==> config.mk <==
export PLATFORM = sky130hd
export DESIGN_NAME = csp_core
export DESIGN_NICKNAME = d
export VERILOG_FILES = /design/src/shared/csp_pkg.sv /design/src/logic/csp_parity.sv /design/src/logic/csp_addr_gen.sv /design/src/logic/csp_core.sv
export VERILOG_INCLUDE_DIRS = /design/src /design/src/shared
export SDC_FILE = /design/constraint.sdc
export NUM_CORES = 1
export LEC_CHECK = 0
export BUFFER_PORTS_ARGS = -buffer_cell sky130_fd_sc_hd__buf_4
export CAP_MARGIN = 20
export CORE_ASPECT_RATIO = 2
export CORE_UTILIZATION = 40
export CTS_CLUSTER_DIAMETER = 50
export DETAILED_ROUTE_END_ITERATION = 7
export PLACE_DENSITY = 0.59
export SLEW_MARGIN = 20
export SYNTH_ARGS = -nofsm -noshare
export SYNTH_HDL_FRONTEND = slang
export SYNTH_SLANG_ARGS = --single-unit
==> constraint.sdc <==
create_clock -name mclk -period 3.3 [get_ports mclk]
set_input_delay 0.165 -clock mclk [delete_from_list [all_inputs] [get_ports mclk]]
set_output_delay 0.165 -clock mclk [all_outputs]
set_load 0.05 [all_outputs]
==> src/shared/csp_cfg.svh <==
// Constants for the CPU status, pointer and addressing block.
// Assumes one core clock and an SFR port driven by the core sequencer.
// What this block does
// RULE_01 - Parity bit tracks odd accumulator ones
// RULE_02 - Status word bit order carry to parity
// RULE_03 - Bank bits pick one of four banks
// RULE_04 - Carry doubles as Boolean accumulator
// RULE_05 - Two user flags are plain storage
// RULE_06 - Pointer is sixteen bits, two bytes
// RULE_07 - Two pointers share one SFR address
// RULE_08 - Select bit zero primary, one secondary
// RULE_09 - Auxiliary register: flag bit 3, select bit 0
// RULE_10 - Direct address reaches only RAM or SFR
// RULE_11 - Indirect from R0, R1, stack, pointer
// RULE_12 - Indirect reaches internal and external RAM
// RULE_13 - Three opcode bits pick working register
// RULE_14 - Immediate constant follows the opcode
// RULE_15 - Indexed reads code: base plus accumulator
// RULE_16 - Indexed jump target base plus accumulator
// RULE_17 - Stack resets 07H, increments before store
// RULE_18 - Overflow on signed add/subtract range error
`ifndef CSP_CFG_SVH
`define CSP_CFG_SVH
`define CSP_SFR_SP      8'h81
`define CSP_SFR_DPL     8'h82
`define CSP_SFR_DPH     8'h83
`define CSP_SFR_AUX     8'hA2
`define CSP_SFR_PSW     8'hD0
`define CSP_SFR_BASE    8'h80
`define CSP_PSW_CY      7
`define CSP_PSW_AC      6
`define CSP_PSW_F0      5
`define CSP_PSW_RS1     4
`define CSP_PSW_RS0     3
`define CSP_PSW_OV      2
`define CSP_PSW_F1      1
`define CSP_PSW_P       0
`define CSP_AUX_GF2     3
`define CSP_AUX_DPS     0
`define CSP_AUX_MASK    8'h09
`define CSP_PSW_RST     8'h00
`define CSP_AUX_RST     8'h00
`define CSP_SP_RST      8'h07
`define CSP_DP_RST      16'h0000
`endif

==> src/shared/csp_pkg.sv <==
// Types for the CPU status, pointer and addressing block.
// Assumes csp_cfg.svh is on the include path.
`include "csp_cfg.svh"
package csp_pkg;
    typedef enum logic [3:0] {
        CSP_AM_REG     = 4'h0,
        CSP_AM_DIR     = 4'h1,
        CSP_AM_IND_RI  = 4'h2,
        CSP_AM_IND_SP  = 4'h3,
        CSP_AM_IND_DP  = 4'h4,
        CSP_AM_IMM     = 4'h5,
        CSP_AM_IDX_DP  = 4'h6,
        CSP_AM_IDX_PC  = 4'h7,
        CSP_AM_JMP_IDX = 4'h8
    } csp_mode_t;
    typedef enum logic [1:0] {
        CSP_SP_IRAM = 2'h0,
        CSP_SP_SFR  = 2'h1,
        CSP_SP_XRAM = 2'h2,
        CSP_SP_CODE = 2'h3
    } csp_space_t;
    typedef enum logic [2:0] {
        CSP_BO_CLR  = 3'h0,
        CSP_BO_SET  = 3'h1,
        CSP_BO_CPL  = 3'h2,
        CSP_BO_AND  = 3'h3,
        CSP_BO_OR   = 3'h4,
        CSP_BO_ANDN = 3'h5,
        CSP_BO_ORN  = 3'h6,
        CSP_BO_MOV  = 3'h7
    } csp_bitop_t;
endpackage

==> src/logic/csp_parity.sv <==
// Odd-parity reduction of one byte.
// Assumes the parent registers the result.
`timescale 1ns/1ps
module csp_parity
    import csp_pkg::*;
(
    // Data in
    input  wire logic [7:0] dataIn,
    // Parity out
    output logic            oddOut
);
    logic [7:0] chain;
    assign chain[0] = dataIn[0];
    genvar i;
    generate
        for (i = 1; i < 8; i++) begin : g_chain
            assign chain[i] = chain[i-1] ^ dataIn[i];
        end
    endgenerate
    assign oddOut = chain[7];
endmodule

==> src/logic/csp_addr_gen.sv <==
// Combinational operand address former for all addressing modes.
// Assumes the parent supplies current pointer, stack and bank values.
`timescale 1ns/1ps
`include "csp_cfg.svh"
module csp_addr_gen
    import csp_pkg::*;
(
    // Request
    input  csp_mode_t        mode,
    input  wire logic        extSel,
    input  wire logic [2:0]  regSel,
    input  wire logic [7:0]  directAddr,
    input  wire logic [7:0]  riValue,
    // Core state
    input  wire logic [1:0]  bankSel,
    input  wire logic [7:0]  stackPtr,
    input  wire logic [15:0] dataPtr,
    input  wire logic [15:0] progCnt,
    input  wire logic [7:0]  accValue,
    // Result
    output logic [15:0]      addrOut,
    output csp_space_t       spaceOut,
    output logic             readOnly
);
    // Indirect bytes go to external RAM only when asked
    function automatic csp_space_t indSpace(input logic ext);
        indSpace = ext ? CSP_SP_XRAM : CSP_SP_IRAM;
    endfunction

    always_comb begin
        addrOut  = 16'h0000;
        spaceOut = CSP_SP_IRAM;
        readOnly = 1'b0;
        case (mode)
            // RULE_13 bank register address
            CSP_AM_REG: addrOut = {11'h000, bankSel, regSel};
            // RULE_10 direct RAM or SFR
            CSP_AM_DIR: begin
                addrOut  = {8'h00, directAddr};
                spaceOut = (directAddr >= `CSP_SFR_BASE) ? CSP_SP_SFR : CSP_SP_IRAM;
            end
            // RULE_11 eight-bit indirect
            CSP_AM_IND_RI: begin
                addrOut  = {8'h00, riValue};
                spaceOut = indSpace(extSel);
            end
            CSP_AM_IND_SP: begin
                addrOut  = {8'h00, stackPtr};
                spaceOut = CSP_SP_IRAM;
            end
            // RULE_12 sixteen-bit external
            CSP_AM_IND_DP: begin
                addrOut  = dataPtr;
                spaceOut = CSP_SP_XRAM;
            end
            // RULE_14 byte after opcode
            CSP_AM_IMM: begin
                addrOut  = progCnt + 16'h0001;
                spaceOut = CSP_SP_CODE;
                readOnly = 1'b1;
            end
            // RULE_15 table read
            CSP_AM_IDX_DP, CSP_AM_JMP_IDX: begin
                addrOut  = dataPtr + {8'h00, accValue};
                spaceOut = CSP_SP_CODE;
                readOnly = 1'b1;
            end
            CSP_AM_IDX_PC: begin
                addrOut  = progCnt + {8'h00, accValue};
                spaceOut = CSP_SP_CODE;
                readOnly = 1'b1;
            end
            default: begin
                addrOut  = 16'h0000;
                spaceOut = CSP_SP_IRAM;
                readOnly = 1'b0;
            end
        endcase
    end
endmodule

==> src/logic/csp_core.sv <==
// Status word, dual data pointer, stack pointer and address former.
// Assumes the core sequencer drives the SFR port and operation strobes
// synchronously to mclk; the accumulator itself lives outside.
`timescale 1ns/1ps
`include "csp_cfg.svh"
module csp_core
    import csp_pkg::*;
(
    // Clock and reset
    input  wire logic        mclk,
    input  wire logic        rstn,
    // SFR port
    input  wire logic [7:0]  sfrAddr,
    input  wire logic        sfrWrEn,
    input  wire logic        sfrRdEn,
    input  wire logic [7:0]  sfrWrData,
    output logic [7:0]       sfrRdData,
    output logic             sfrRdHit,
    // Accumulator and arithmetic flags
    input  wire logic [7:0]  accValue,
    input  wire logic        aluEn,
    input  wire logic        aluSub,
    input  wire logic        aluUseCarry,
    input  wire logic [7:0]  aluOpB,
    // Boolean operations on carry
    input  wire logic        bitEn,
    input  csp_bitop_t       bitOp,
    input  wire logic        bitIn,
    // Pointer and stack operations
    input  wire logic        dpLoadEn,
    input  wire logic [15:0] dpLoadValue,
    input  wire logic        dpIncEn,
    input  wire logic        spPushEn,
    input  wire logic        spPopEn,
    // Address request
    input  wire logic        agenReq,
    input  csp_mode_t        agenMode,
    input  wire logic        agenExt,
    input  wire logic [2:0]  agenRegSel,
    input  wire logic [7:0]  agenDirect,
    input  wire logic [7:0]  agenRiValue,
    input  wire logic [15:0] agenPc,
    // Address answer
    output logic             agenValid,
    output logic [15:0]      agenAddr,
    output csp_space_t       agenSpace,
    output logic             agenReadOnly,
    // State views
    output logic [7:0]       pswOut,
    output logic [7:0]       auxOut,
    output logic [7:0]       spOut,
    output logic [15:0]      dpOut,
    output logic [15:0]      aluResult
);
    logic [7:0]  psw_reg;
    logic [7:0]  aux_reg;
    logic [7:0]  sp_reg;
    logic [15:0] dp_reg [2];
    logic        dpSel;
    logic [15:0] dpCur;
    logic        parityNow;
    logic [15:0] agenAddrNext;
    csp_space_t  agenSpaceNext;
    logic        agenRoNext;
    logic        wrPsw;
    logic        wrAux;
    logic        wrSp;
    logic        wrDpl;
    logic        wrDph;
    logic        cyIn;
    logic [8:0]  sum9;
    logic [4:0]  sum5;
    logic        aluCy;
    logic        aluAc;
    logic        aluOv;
    logic        bitCy;

    // RULE_08 select bit picks pointer
    assign dpSel = aux_reg[`CSP_AUX_DPS];
    // RULE_07 only selected pointer visible
    assign dpCur = dp_reg[dpSel];

    assign wrPsw = sfrWrEn && (sfrAddr == `CSP_SFR_PSW);
    assign wrAux = sfrWrEn && (sfrAddr == `CSP_SFR_AUX);
    assign wrSp  = sfrWrEn && (sfrAddr == `CSP_SFR_SP);
    assign wrDpl = sfrWrEn && (sfrAddr == `CSP_SFR_DPL);
    assign wrDph = sfrWrEn && (sfrAddr == `CSP_SFR_DPH);

    csp_parity u_parity (
        .dataIn (accValue),
        .oddOut (parityNow)
    );

    // RULE_03 bank bits pick register bank
    csp_addr_gen u_agen (
        .mode       (agenMode),
        .extSel     (agenExt),
        .regSel     (agenRegSel),
        .directAddr (agenDirect),
        .riValue    (agenRiValue),
        .bankSel    (psw_reg[`CSP_PSW_RS1:`CSP_PSW_RS0]),
        .stackPtr   (sp_reg),
        .dataPtr    (dpCur),
        .progCnt    (agenPc),
        .accValue   (accValue),
        .addrOut    (agenAddrNext),
        .spaceOut   (agenSpaceNext),
        .readOnly   (agenRoNext)
    );

    // Add and subtract with optional carry or borrow in
    assign cyIn = aluUseCarry & psw_reg[`CSP_PSW_CY];
    always_comb begin
        if (aluSub) begin
            sum9 = {1'b0, accValue} - {1'b0, aluOpB} - {8'h00, cyIn};
            sum5 = {1'b0, accValue[3:0]} - {1'b0, aluOpB[3:0]} - {4'h0, cyIn};
        end else begin
            sum9 = {1'b0, accValue} + {1'b0, aluOpB} + {8'h00, cyIn};
            sum5 = {1'b0, accValue[3:0]} + {1'b0, aluOpB[3:0]} + {4'h0, cyIn};
        end
    end
    assign aluCy = sum9[8];
    assign aluAc = sum5[4];
    // RULE_18 signed range overflow
    assign aluOv = aluSub
        ? ((accValue[7] != aluOpB[7]) && (sum9[7] != accValue[7]))
        : ((accValue[7] == aluOpB[7]) && (sum9[7] != accValue[7]));

    // RULE_04 carry as Boolean accumulator
    always_comb begin
        case (bitOp)
            CSP_BO_CLR:  bitCy = 1'b0;
            CSP_BO_SET:  bitCy = 1'b1;
            CSP_BO_CPL:  bitCy = ~psw_reg[`CSP_PSW_CY];
            CSP_BO_AND:  bitCy = psw_reg[`CSP_PSW_CY] & bitIn;
            CSP_BO_OR:   bitCy = psw_reg[`CSP_PSW_CY] | bitIn;
            CSP_BO_ANDN: bitCy = psw_reg[`CSP_PSW_CY] & ~bitIn;
            CSP_BO_ORN:  bitCy = psw_reg[`CSP_PSW_CY] | ~bitIn;
            CSP_BO_MOV:  bitCy = bitIn;
            default:     bitCy = psw_reg[`CSP_PSW_CY];
        endcase
    end

    // RULE_02 status word layout
    // An SFR write is the instruction's own destination, so it beats
    // any flag side effect in the same cycle; parity is never written.
    always_ff @(posedge mclk) begin
        if (!rstn) begin
            psw_reg <= `CSP_PSW_RST;
        end else begin
            // RULE_05 user flags change only here
            if (wrPsw) begin
                psw_reg[7:1] <= sfrWrData[7:1];
            end else begin
                if (aluEn) begin
                    psw_reg[`CSP_PSW_CY] <= aluCy;
                    psw_reg[`CSP_PSW_AC] <= aluAc;
                    psw_reg[`CSP_PSW_OV] <= aluOv;
                end
                if (bitEn) begin
                    psw_reg[`CSP_PSW_CY] <= bitCy;
                end
            end
            // RULE_01 parity follows accumulator
            psw_reg[`CSP_PSW_P] <= parityNow;
        end
    end

    // RULE_09 only flag and select bits stored
    always_ff @(posedge mclk) begin
        if (!rstn) begin
            aux_reg <= `CSP_AUX_RST;
        end else if (wrAux) begin
            aux_reg <= sfrWrData & `CSP_AUX_MASK;
        end
    end

    // RULE_17 stack pre-increment
    always_ff @(posedge mclk) begin
        if (!rstn) begin
            sp_reg <= `CSP_SP_RST;
        end else if (wrSp) begin
            sp_reg <= sfrWrData;
        end else if (spPushEn) begin
            sp_reg <= sp_reg + 8'h01;
        end else if (spPopEn) begin
            sp_reg <= sp_reg - 8'h01;
        end
    end

    // RULE_06 byte or word access to each pointer
    genvar k;
    generate
        for (k = 0; k < 2; k++) begin : g_dp
            always_ff @(posedge mclk) begin
                if (!rstn) begin
                    dp_reg[k] <= `CSP_DP_RST;
                end else if (dpSel == 1'(k)) begin
                    if (dpLoadEn) begin
                        dp_reg[k] <= dpLoadValue;
                    end else if (dpIncEn) begin
                        dp_reg[k] <= dp_reg[k] + 16'h0001;
                    end else begin
                        if (wrDpl) begin
                            dp_reg[k][7:0] <= sfrWrData;
                        end
                        if (wrDph) begin
                            dp_reg[k][15:8] <= sfrWrData;
                        end
                    end
                end
            end
        end
    endgenerate

    // SFR reads answer one cycle later; unknown addresses read zero
    always_ff @(posedge mclk) begin
        if (!rstn) begin
            sfrRdData <= 8'h00;
            sfrRdHit  <= 1'b0;
        end else if (sfrRdEn) begin
            sfrRdHit <= 1'b1;
            case (sfrAddr)
                `CSP_SFR_PSW: sfrRdData <= {psw_reg[7:1], parityNow};
                `CSP_SFR_AUX: sfrRdData <= aux_reg;
                `CSP_SFR_SP:  sfrRdData <= sp_reg;
                `CSP_SFR_DPL: sfrRdData <= dpCur[7:0];
                `CSP_SFR_DPH: sfrRdData <= dpCur[15:8];
                default: begin
                    sfrRdData <= 8'h00;
                    sfrRdHit  <= 1'b0;
                end
            endcase
        end else begin
            sfrRdHit <= 1'b0;
        end
    end

    // RULE_16 jump target from pointer plus accumulator
    always_ff @(posedge mclk) begin
        if (!rstn) begin
            agenValid    <= 1'b0;
            agenAddr     <= 16'h0000;
            agenSpace    <= CSP_SP_IRAM;
            agenReadOnly <= 1'b0;
        end else begin
            agenValid <= agenReq;
            if (agenReq) begin
                agenAddr     <= agenAddrNext;
                agenSpace    <= agenSpaceNext;
                agenReadOnly <= agenRoNext;
            end
        end
    end

    // State views, one cycle behind the state
    always_ff @(posedge mclk) begin
        if (!rstn) begin
            pswOut    <= `CSP_PSW_RST;
            auxOut    <= `CSP_AUX_RST;
            spOut     <= `CSP_SP_RST;
            dpOut     <= `CSP_DP_RST;
            aluResult <= 16'h0000;
        end else begin
            pswOut    <= psw_reg;
            auxOut    <= aux_reg;
            spOut     <= sp_reg;
            dpOut     <= dpCur;
            aluResult <= {7'h00, sum9};
        end
    end
endmodule

==> results.json, run 1 <==
{
  "status": "finished clean",
  "worstHoldPathType": "primary input to flip-flop",
  "final_cell_area_sq_um": 10700,
  "grt_setup_unrepaired": "no",
  "power_frac_clock_pct": 37.1,
  "tightestPinTransition_ps": 831,
  "overall_routing_resource_usage_pct": 29.5,
  "nets": 1336,
  "top_level_ports": 190,
  "hold_end": "dp_reg[0][6]$_DFFE_PP_",
  "synth_enable_flop_cells": 32,
  "synth.area.mux_share_pct": 4.30,
  "die_h_um": 208,
  "layout_worst_path_cycle_share_pct": 91.8,
  "clockRootBuffer": "sky130_fd_sc_hd__clkbuf_16",
  "final_cells": 1467,
  "power.share.combinational_pct": 27.9,
  "finalSetupViolations": 0,
  "worst_ep_arrival_time_ps": 3360,
  "worst-r2r-cell-count": 9,
  "die_x_um": 105,
  "worstPathRequired_ps": 3630,
  "via_count": 8437,
  "skew_ps": 7.42,
  "commonest_cells_after_routing_fill_and_taps_aside": "sky130_fd_sc_hd__buf_4, sky130_fd_sc_hd__nand2_1, sky130_fd_sc_hd__dfxtp_1",
  "tritoncts": "yes",
  "cell_types_with_the_largest_area_share_after_synthesis": "sky130_fd_sc_hd__dfxtp_1, sky130_fd_sc_hd__edfxtp_1, sky130_fd_sc_hd__ha_1",
  "final_layout_size_suffix_gt1_share_pct": 21.8,
  "dieArea_sq_um": 21900,
  "yosys.area_share.simple_pct": 19.8,
  "power_frac_seq_pct": 35.1,
  "p_sw_share_pct": 33.5,
  "place_inst": 1435,
  "report.power.total_mw": 5.06,
  "overflow": 0,
  "postCtsResizedCells": 0,
  "post-route-drc-count": 0,
  "synth-adder-area-share_pct": 7.16,
  "yosysWarningCount": 0,
  "firstDrtPassIters": 5,
  "ant_nets": 0,
  "p_per_area_nw_per_um2": 471,
  "synthesis.instances": 1007,
  "synth_top_family_by_area": "compound AO/OA/AOI/OAI gates",
  "grt_antenna_before_repair": 0,
  "static-leakage-power_nw": 4.46,
  "placementRows": 75,
  "layout_setup_ws_ps": 270,
  "timing.critical_path.from_type": "flip-flop",
  "maxSlewHeadroom_pct": 44.4,
  "final-hold-violation-count": 0,
  "avgViaCountPerCell": 5.75,
  "routed_wire_length_per_instance_um": 21.7,
  "clock_sinks": 123,
  "yosys.area.top_type": "sky130_fd_sc_hd__dfxtp_1",
  "clock_path_buffers": 2,
  "yosysUniqueCellTypes": 73,
  "gp_congestion": 0.980,
  "h_tree_levels": 4,
  "cp_max_fanout": 10,
  "grt_pass1_wl_um": 47800,
  "post-dp-hpwl_um": 25300,
  "final_max_slew_viol_count": 0,
  "synth-async-reset-ratio_pct": 0,
  "critical_setup_path_kind": "flip-flop to flip-flop",
  "crit_path_end_kind": "flip-flop",
  "setup_tns_ps": 0,
  "yosysTopAreaCellShare_pct": 21.4,
  "buffer_ports.inserted": 176,
  "detailedPlace.worstSlack_ps": 255,
  "drt_iter0_markers": 535,
  "synthFlopType": "sky130_fd_sc_hd__dfxtp_1",
  "average_cell_area_after_synthesis_sq_um": 8.44,
  "setup_slack_reg_to_reg_ps": 270,
  "cts_setup_buffers": 0,
  "synthXorXnorAreaFrac_pct": 7.94,
  "grt_max_degree": 48,
  "start_util_pct": 40.6,
  "synth_seq_area_share_pct": 32.8,
  "timing.fmax_ghz": 0.330,
  "post_cts_hold_buffer_count": 1,
  "mappedNetlistArea_sq_um": 8500,
  "core_area_sq_um": 20900,
  "cts.reportedPaths.clkPinSlew_ps": 60,
  "area_growth_syn_to_layout_pct": 26.3,
  "regToRegEndpoint": "agenAddr[13]$_SDFFE_PN0P_",
  "dpl-instance-area_sq_um": 10100,
  "first_global_vias": 8395,
  "area_fraction_in_compound_gates_after_synthesis_pct": 22.6,
  "cts-buffers-inserted": 17,
  "largest_reg_flops": 32,
  "drt-total-wl_um": 31900,
  "crit_path_time_final_ps": 3030,
  "power.ir.vdd_worst_mv": 0.271,
  "layout.cells.most_common": "sky130_fd_sc_hd__buf_4",
  "timing.hold.worst.start": "dpLoadValue[6]",
  "worstHoldPathCells": 3,
  "cell_internal_pwr_mw": 3.36,
  "cap_viol_max_count": 0,
  "antenna_cells": 0,
  "clock_insertion_delay_worst_skew_ps": 430,
  "yosys_register_bits": 123,
  "switchingPower_mw": 1.69
}
## cell type report
cell class                 count  area [sq um]
sequential                   123          2780
clock inverter                10           118
clock buffer                  21           464
fill                        2082         10200
inverter                      41           154
tap                          269           337
multi-input combinational    794          5300
timing repair buffer         209          1570
## worst max path at each step
stage	startpoint	to	slack, ps	cells after the start
final	flip-flop	agenAddr[13]$_SDFFE_PN0P_	270	9
after global routing	flip-flop	agenAddr[13]$_SDFFE_PN0P_	80	9
after CTS	flip-flop	agenAddr[13]$_SDFFE_PN0P_	290	9
after detailed placement	agenMode[3]	agenAddr[13]$_SDFFE_PN0P_	250	11
after global placement	agenMode[3]	agenAddr[11]$_SDFFE_PN0P_	320	10
after floorplan	flip-flop	agenAddr[13]$_SDFFE_PN0P_	330	11
## cells by family (layout without fill, tap and decap cells)
family	Yosys count	in the layout
simple gates	341	341
compound gates	284	284
flops	123	123
buf+inv	102	281
xor+xnor	77	77
fa+ha+maj	45	45
mux	34	34
other cells	1	13
## power groups by stage
stage	Sequential (mW)	Combinational [mW]	Clock, mW
finish	1.77	1.41	1.87
global route	1.78	1.52	1.95
CTS	1.77	1.41	1.90
detailed placement	1.80	1.40	0
global placement	1.80	1.39	0
floorplan	1.94	0.737	0
## through the flow
step / util (%) / hold WS (ps)
floorplan: - / 287
global placement: 48.4 / 421
detailed placement: 48.4 / 423
CTS: 51.3 / 26.0
global route: 51.3 / 55.7
finish: 51.3 / 46.2
## routing by layer
metal,routed length (um),GRT usage [%],vias to the layer above
li1,-,-,4000
met1,11100,29.8,3930
met2,16600,53.6,386
met3,1900,5.42,121
met4,2270,21.2,0
met5,0,0,-
## cells in the mapped netlist (all sizes together) (4+ instances only)
library cell,count
inv,41
a21o,8
xor2,28
nor4b,5
and4,4
buf,28
nand4,10
a2bb2oi,7
o21ai,69
o21bai,4
edfxtp,32
nor2,92
and3,10
a221oi,5
nand3,33
a21boi,4
clkbuf,33
mux2i,23
mux2,10
a21oi,53
nor3b,4
nor3,20
o221ai,11
nand2b,15
a22oi,24
a22o,17
o211ai,17
dfxtp,91
nor4,7
nor2b,12
a31oi,10
and2,22
nand2,93
xnor2,49
o31ai,9
a211oi,7
o22ai,13
ha,39
fa,6
a221o,4
## critical path: stages, from the launching register on
cell                       delay [ps]
sky130_fd_sc_hd__dfxtp_1          590
sky130_fd_sc_hd__mux2i_1          360
sky130_fd_sc_hd__a21oi_1          130
sky130_fd_sc_hd__ha_1             370
sky130_fd_sc_hd__and3_2           240
sky130_fd_sc_hd__a221oi_4         390
sky130_fd_sc_hd__o22ai_4          200
sky130_fd_sc_hd__nand4_1          120
sky130_fd_sc_hd__or4b_1           430
sky130_fd_sc_hd__o311ai_1          90
(Power assumes the default switching activity.)
==> run 2, diff against run 1 <==
- CORE_UTILIZATION: 40 -> 30
- PLACE_DENSITY: 0.59 -> 0.46
==> results.json, run 2 (synthesized netlist as in run 1, its figures left out) <==
{
  "status": "finished clean",
  "final_cells": 1554,
  "worst_ep_arrival_time_ps": 3310,
  "timing.fmax_ghz": 0.338,
  "gp_congestion": 0.919,
  "dieArea_sq_um": 29000,
  "setup_tns_ps": 0,
  "die_x_um": 121,
  "clock_sinks": 123,
  "layout.cells.most_common": "sky130_fd_sc_hd__buf_4",
  "layout_setup_ws_ps": 342,
  "post_cts_hold_buffer_count": 1,
  "commonest_cells_after_routing_fill_and_taps_aside": "sky130_fd_sc_hd__buf_4, sky130_fd_sc_hd__nand2_1, sky130_fd_sc_hd__dfxtp_1",
  "cts.reportedPaths.clkPinSlew_ps": 60,
  "firstDrtPassIters": 7,
  "hold_slack_ps": 28.2,
  "placementRows": 86,
  "skew_ps": 12.5,
  "critical_setup_path_kind": "flip-flop to flip-flop",
  "avgViaCountPerCell": 5.44,
  "postCtsResizedCells": 0,
  "post-route-drc-count": 0,
  "regToRegEndpoint": "agenAddr[13]$_SDFFE_PN0P_",
  "worstHoldPathType": "primary input to flip-flop",
  "finalSetupViolations": 0,
  "first_global_vias": 8581,
  "core_area_sq_um": 27700,
  "report.power.total_mw": 5.40,
  "final_max_slew_viol_count": 0,
  "top_level_ports": 190,
  "grt_setup_unrepaired": "no",
  "worst-r2r-cell-count": 9,
  "die_h_um": 240,
  "overall_routing_resource_usage_pct": 25.0,
  "ant_nets": 0,
  "drt-total-wl_um": 35700,
  "post-dp-hpwl_um": 28800,
  "worstPathRequired_ps": 3650,
  "hold_end": "dp_reg[0][1]$_DFFE_PP_",
  "cap_viol_max_count": 0,
  "timing.critical_path.from_type": "flip-flop",
  "via_count": 8448,
  "setup_slack_reg_to_reg_ps": 340,
  "power.ir.vdd_worst_mv": 0.368,
  "worstHoldPathCells": 3,
  "p_per_area_nw_per_um2": 493,
  "place_inst": 1521,
  "final_layout_size_suffix_gt1_share_pct": 22.1,
  "tritoncts": "yes",
  "h_tree_levels": 4,
  "start_util_pct": 30.7,
  "tightestPinTransition_ps": 829,
  "grt_pass1_wl_um": 52600,
  "detailedPlace.worstSlack_ps": 340,
  "area_growth_syn_to_layout_pct": 28.8,
  "maxSlewHeadroom_pct": 44.2,
  "static-leakage-power_nw": 4.53,
  "grt_antenna_before_repair": 0,
  "cp_max_fanout": 10,
  "overflow": 0,
  "nets": 1339,
  "crit_path_end_kind": "flip-flop",
  "clockRootBuffer": "sky130_fd_sc_hd__clkbuf_16",
  "layout_worst_path_cycle_share_pct": 89.6,
  "cts-buffers-inserted": 17,
  "timing.hold.worst.start": "dpLoadValue[1]",
  "final-hold-violation-count": 0,
  "clock_path_buffers": 2,
  "antenna_cells": 0,
  "drt_iter0_markers": 496,
  "grt_max_degree": 46,
  "routed_wire_length_per_instance_um": 23.0,
  "buffer_ports.inserted": 176,
  "crit_path_time_final_ps": 2960,
  "cts_setup_buffers": 0,
  "clock_insertion_delay_worst_skew_ps": 440,
  "largest_reg_flops": 32
}
run 2: worst max path at each step:
stage | to | slack, ps | cells past startpoint
CTS | agenAddr[13]$_SDFFE_PN0P_ | 320 | 9
global route | agenAddr[13]$_SDFFE_PN0P_ | 120 | 9
floorplan | agenAddr[13]$_SDFFE_PN0P_ | 330 | 11
detailed placement | agenAddr[13]$_SDFFE_PN0P_ | 340 | 9
global placement | agenAddr[13]$_SDFFE_PN0P_ | 420 | 12
finish | agenAddr[13]$_SDFFE_PN0P_ | 340 | 9
run 2: where the power goes:
group          leakage (nW)  internal (mW)  total (mW)  switching [mW]
Clock                 0.328           1.37        2.18           0.803
Sequential             1.09           1.66        1.77           0.116
Combinational          3.11          0.555        1.45           0.892
Total                  4.53           3.59        5.40            1.81
run 2: critical path, stage by stage (launching register included):
cell and delay (ps):
sky130_fd_sc_hd__dfxtp_1 630, sky130_fd_sc_hd__mux2i_1 320, sky130_fd_sc_hd__a21oi_1 130, sky130_fd_sc_hd__ha_1 380, sky130_fd_sc_hd__and3_2 240, sky130_fd_sc_hd__a221oi_4 320
sky130_fd_sc_hd__o22ai_4 190, sky130_fd_sc_hd__nand4_1 120, sky130_fd_sc_hd__or4b_1 430, sky130_fd_sc_hd__o311ai_1 90
run 2: through the flow:
step,area (sq um),util (%)
after floorplan,8540,-
after global placement,10300,37.1
after detailed placement,10300,37.1
after CTS,10900,39.6
after global routing,10900,39.6
final,10900,39.6
run 2: area by class of cell:
type / instances / area [sq um]
fillers: 2864 / 16700
multi-input cells: 794 / 5300
flip-flops and latches: 123 / 2780
repair buffers: 212 / 1590
clock buffers: 19 / 475
well taps: 352 / 440
clock inverters: 13 / 198
inverters: 41 / 154
run 2: routing by layer:
layer,GRT usage [%],share of wire (%),up-vias
met5,0,0,-
met4,12.9,4.7,0
met3,3.70,4.5,72
met2,47.7,55,361
met1,25.9,36,4001
li1,-,-,4014
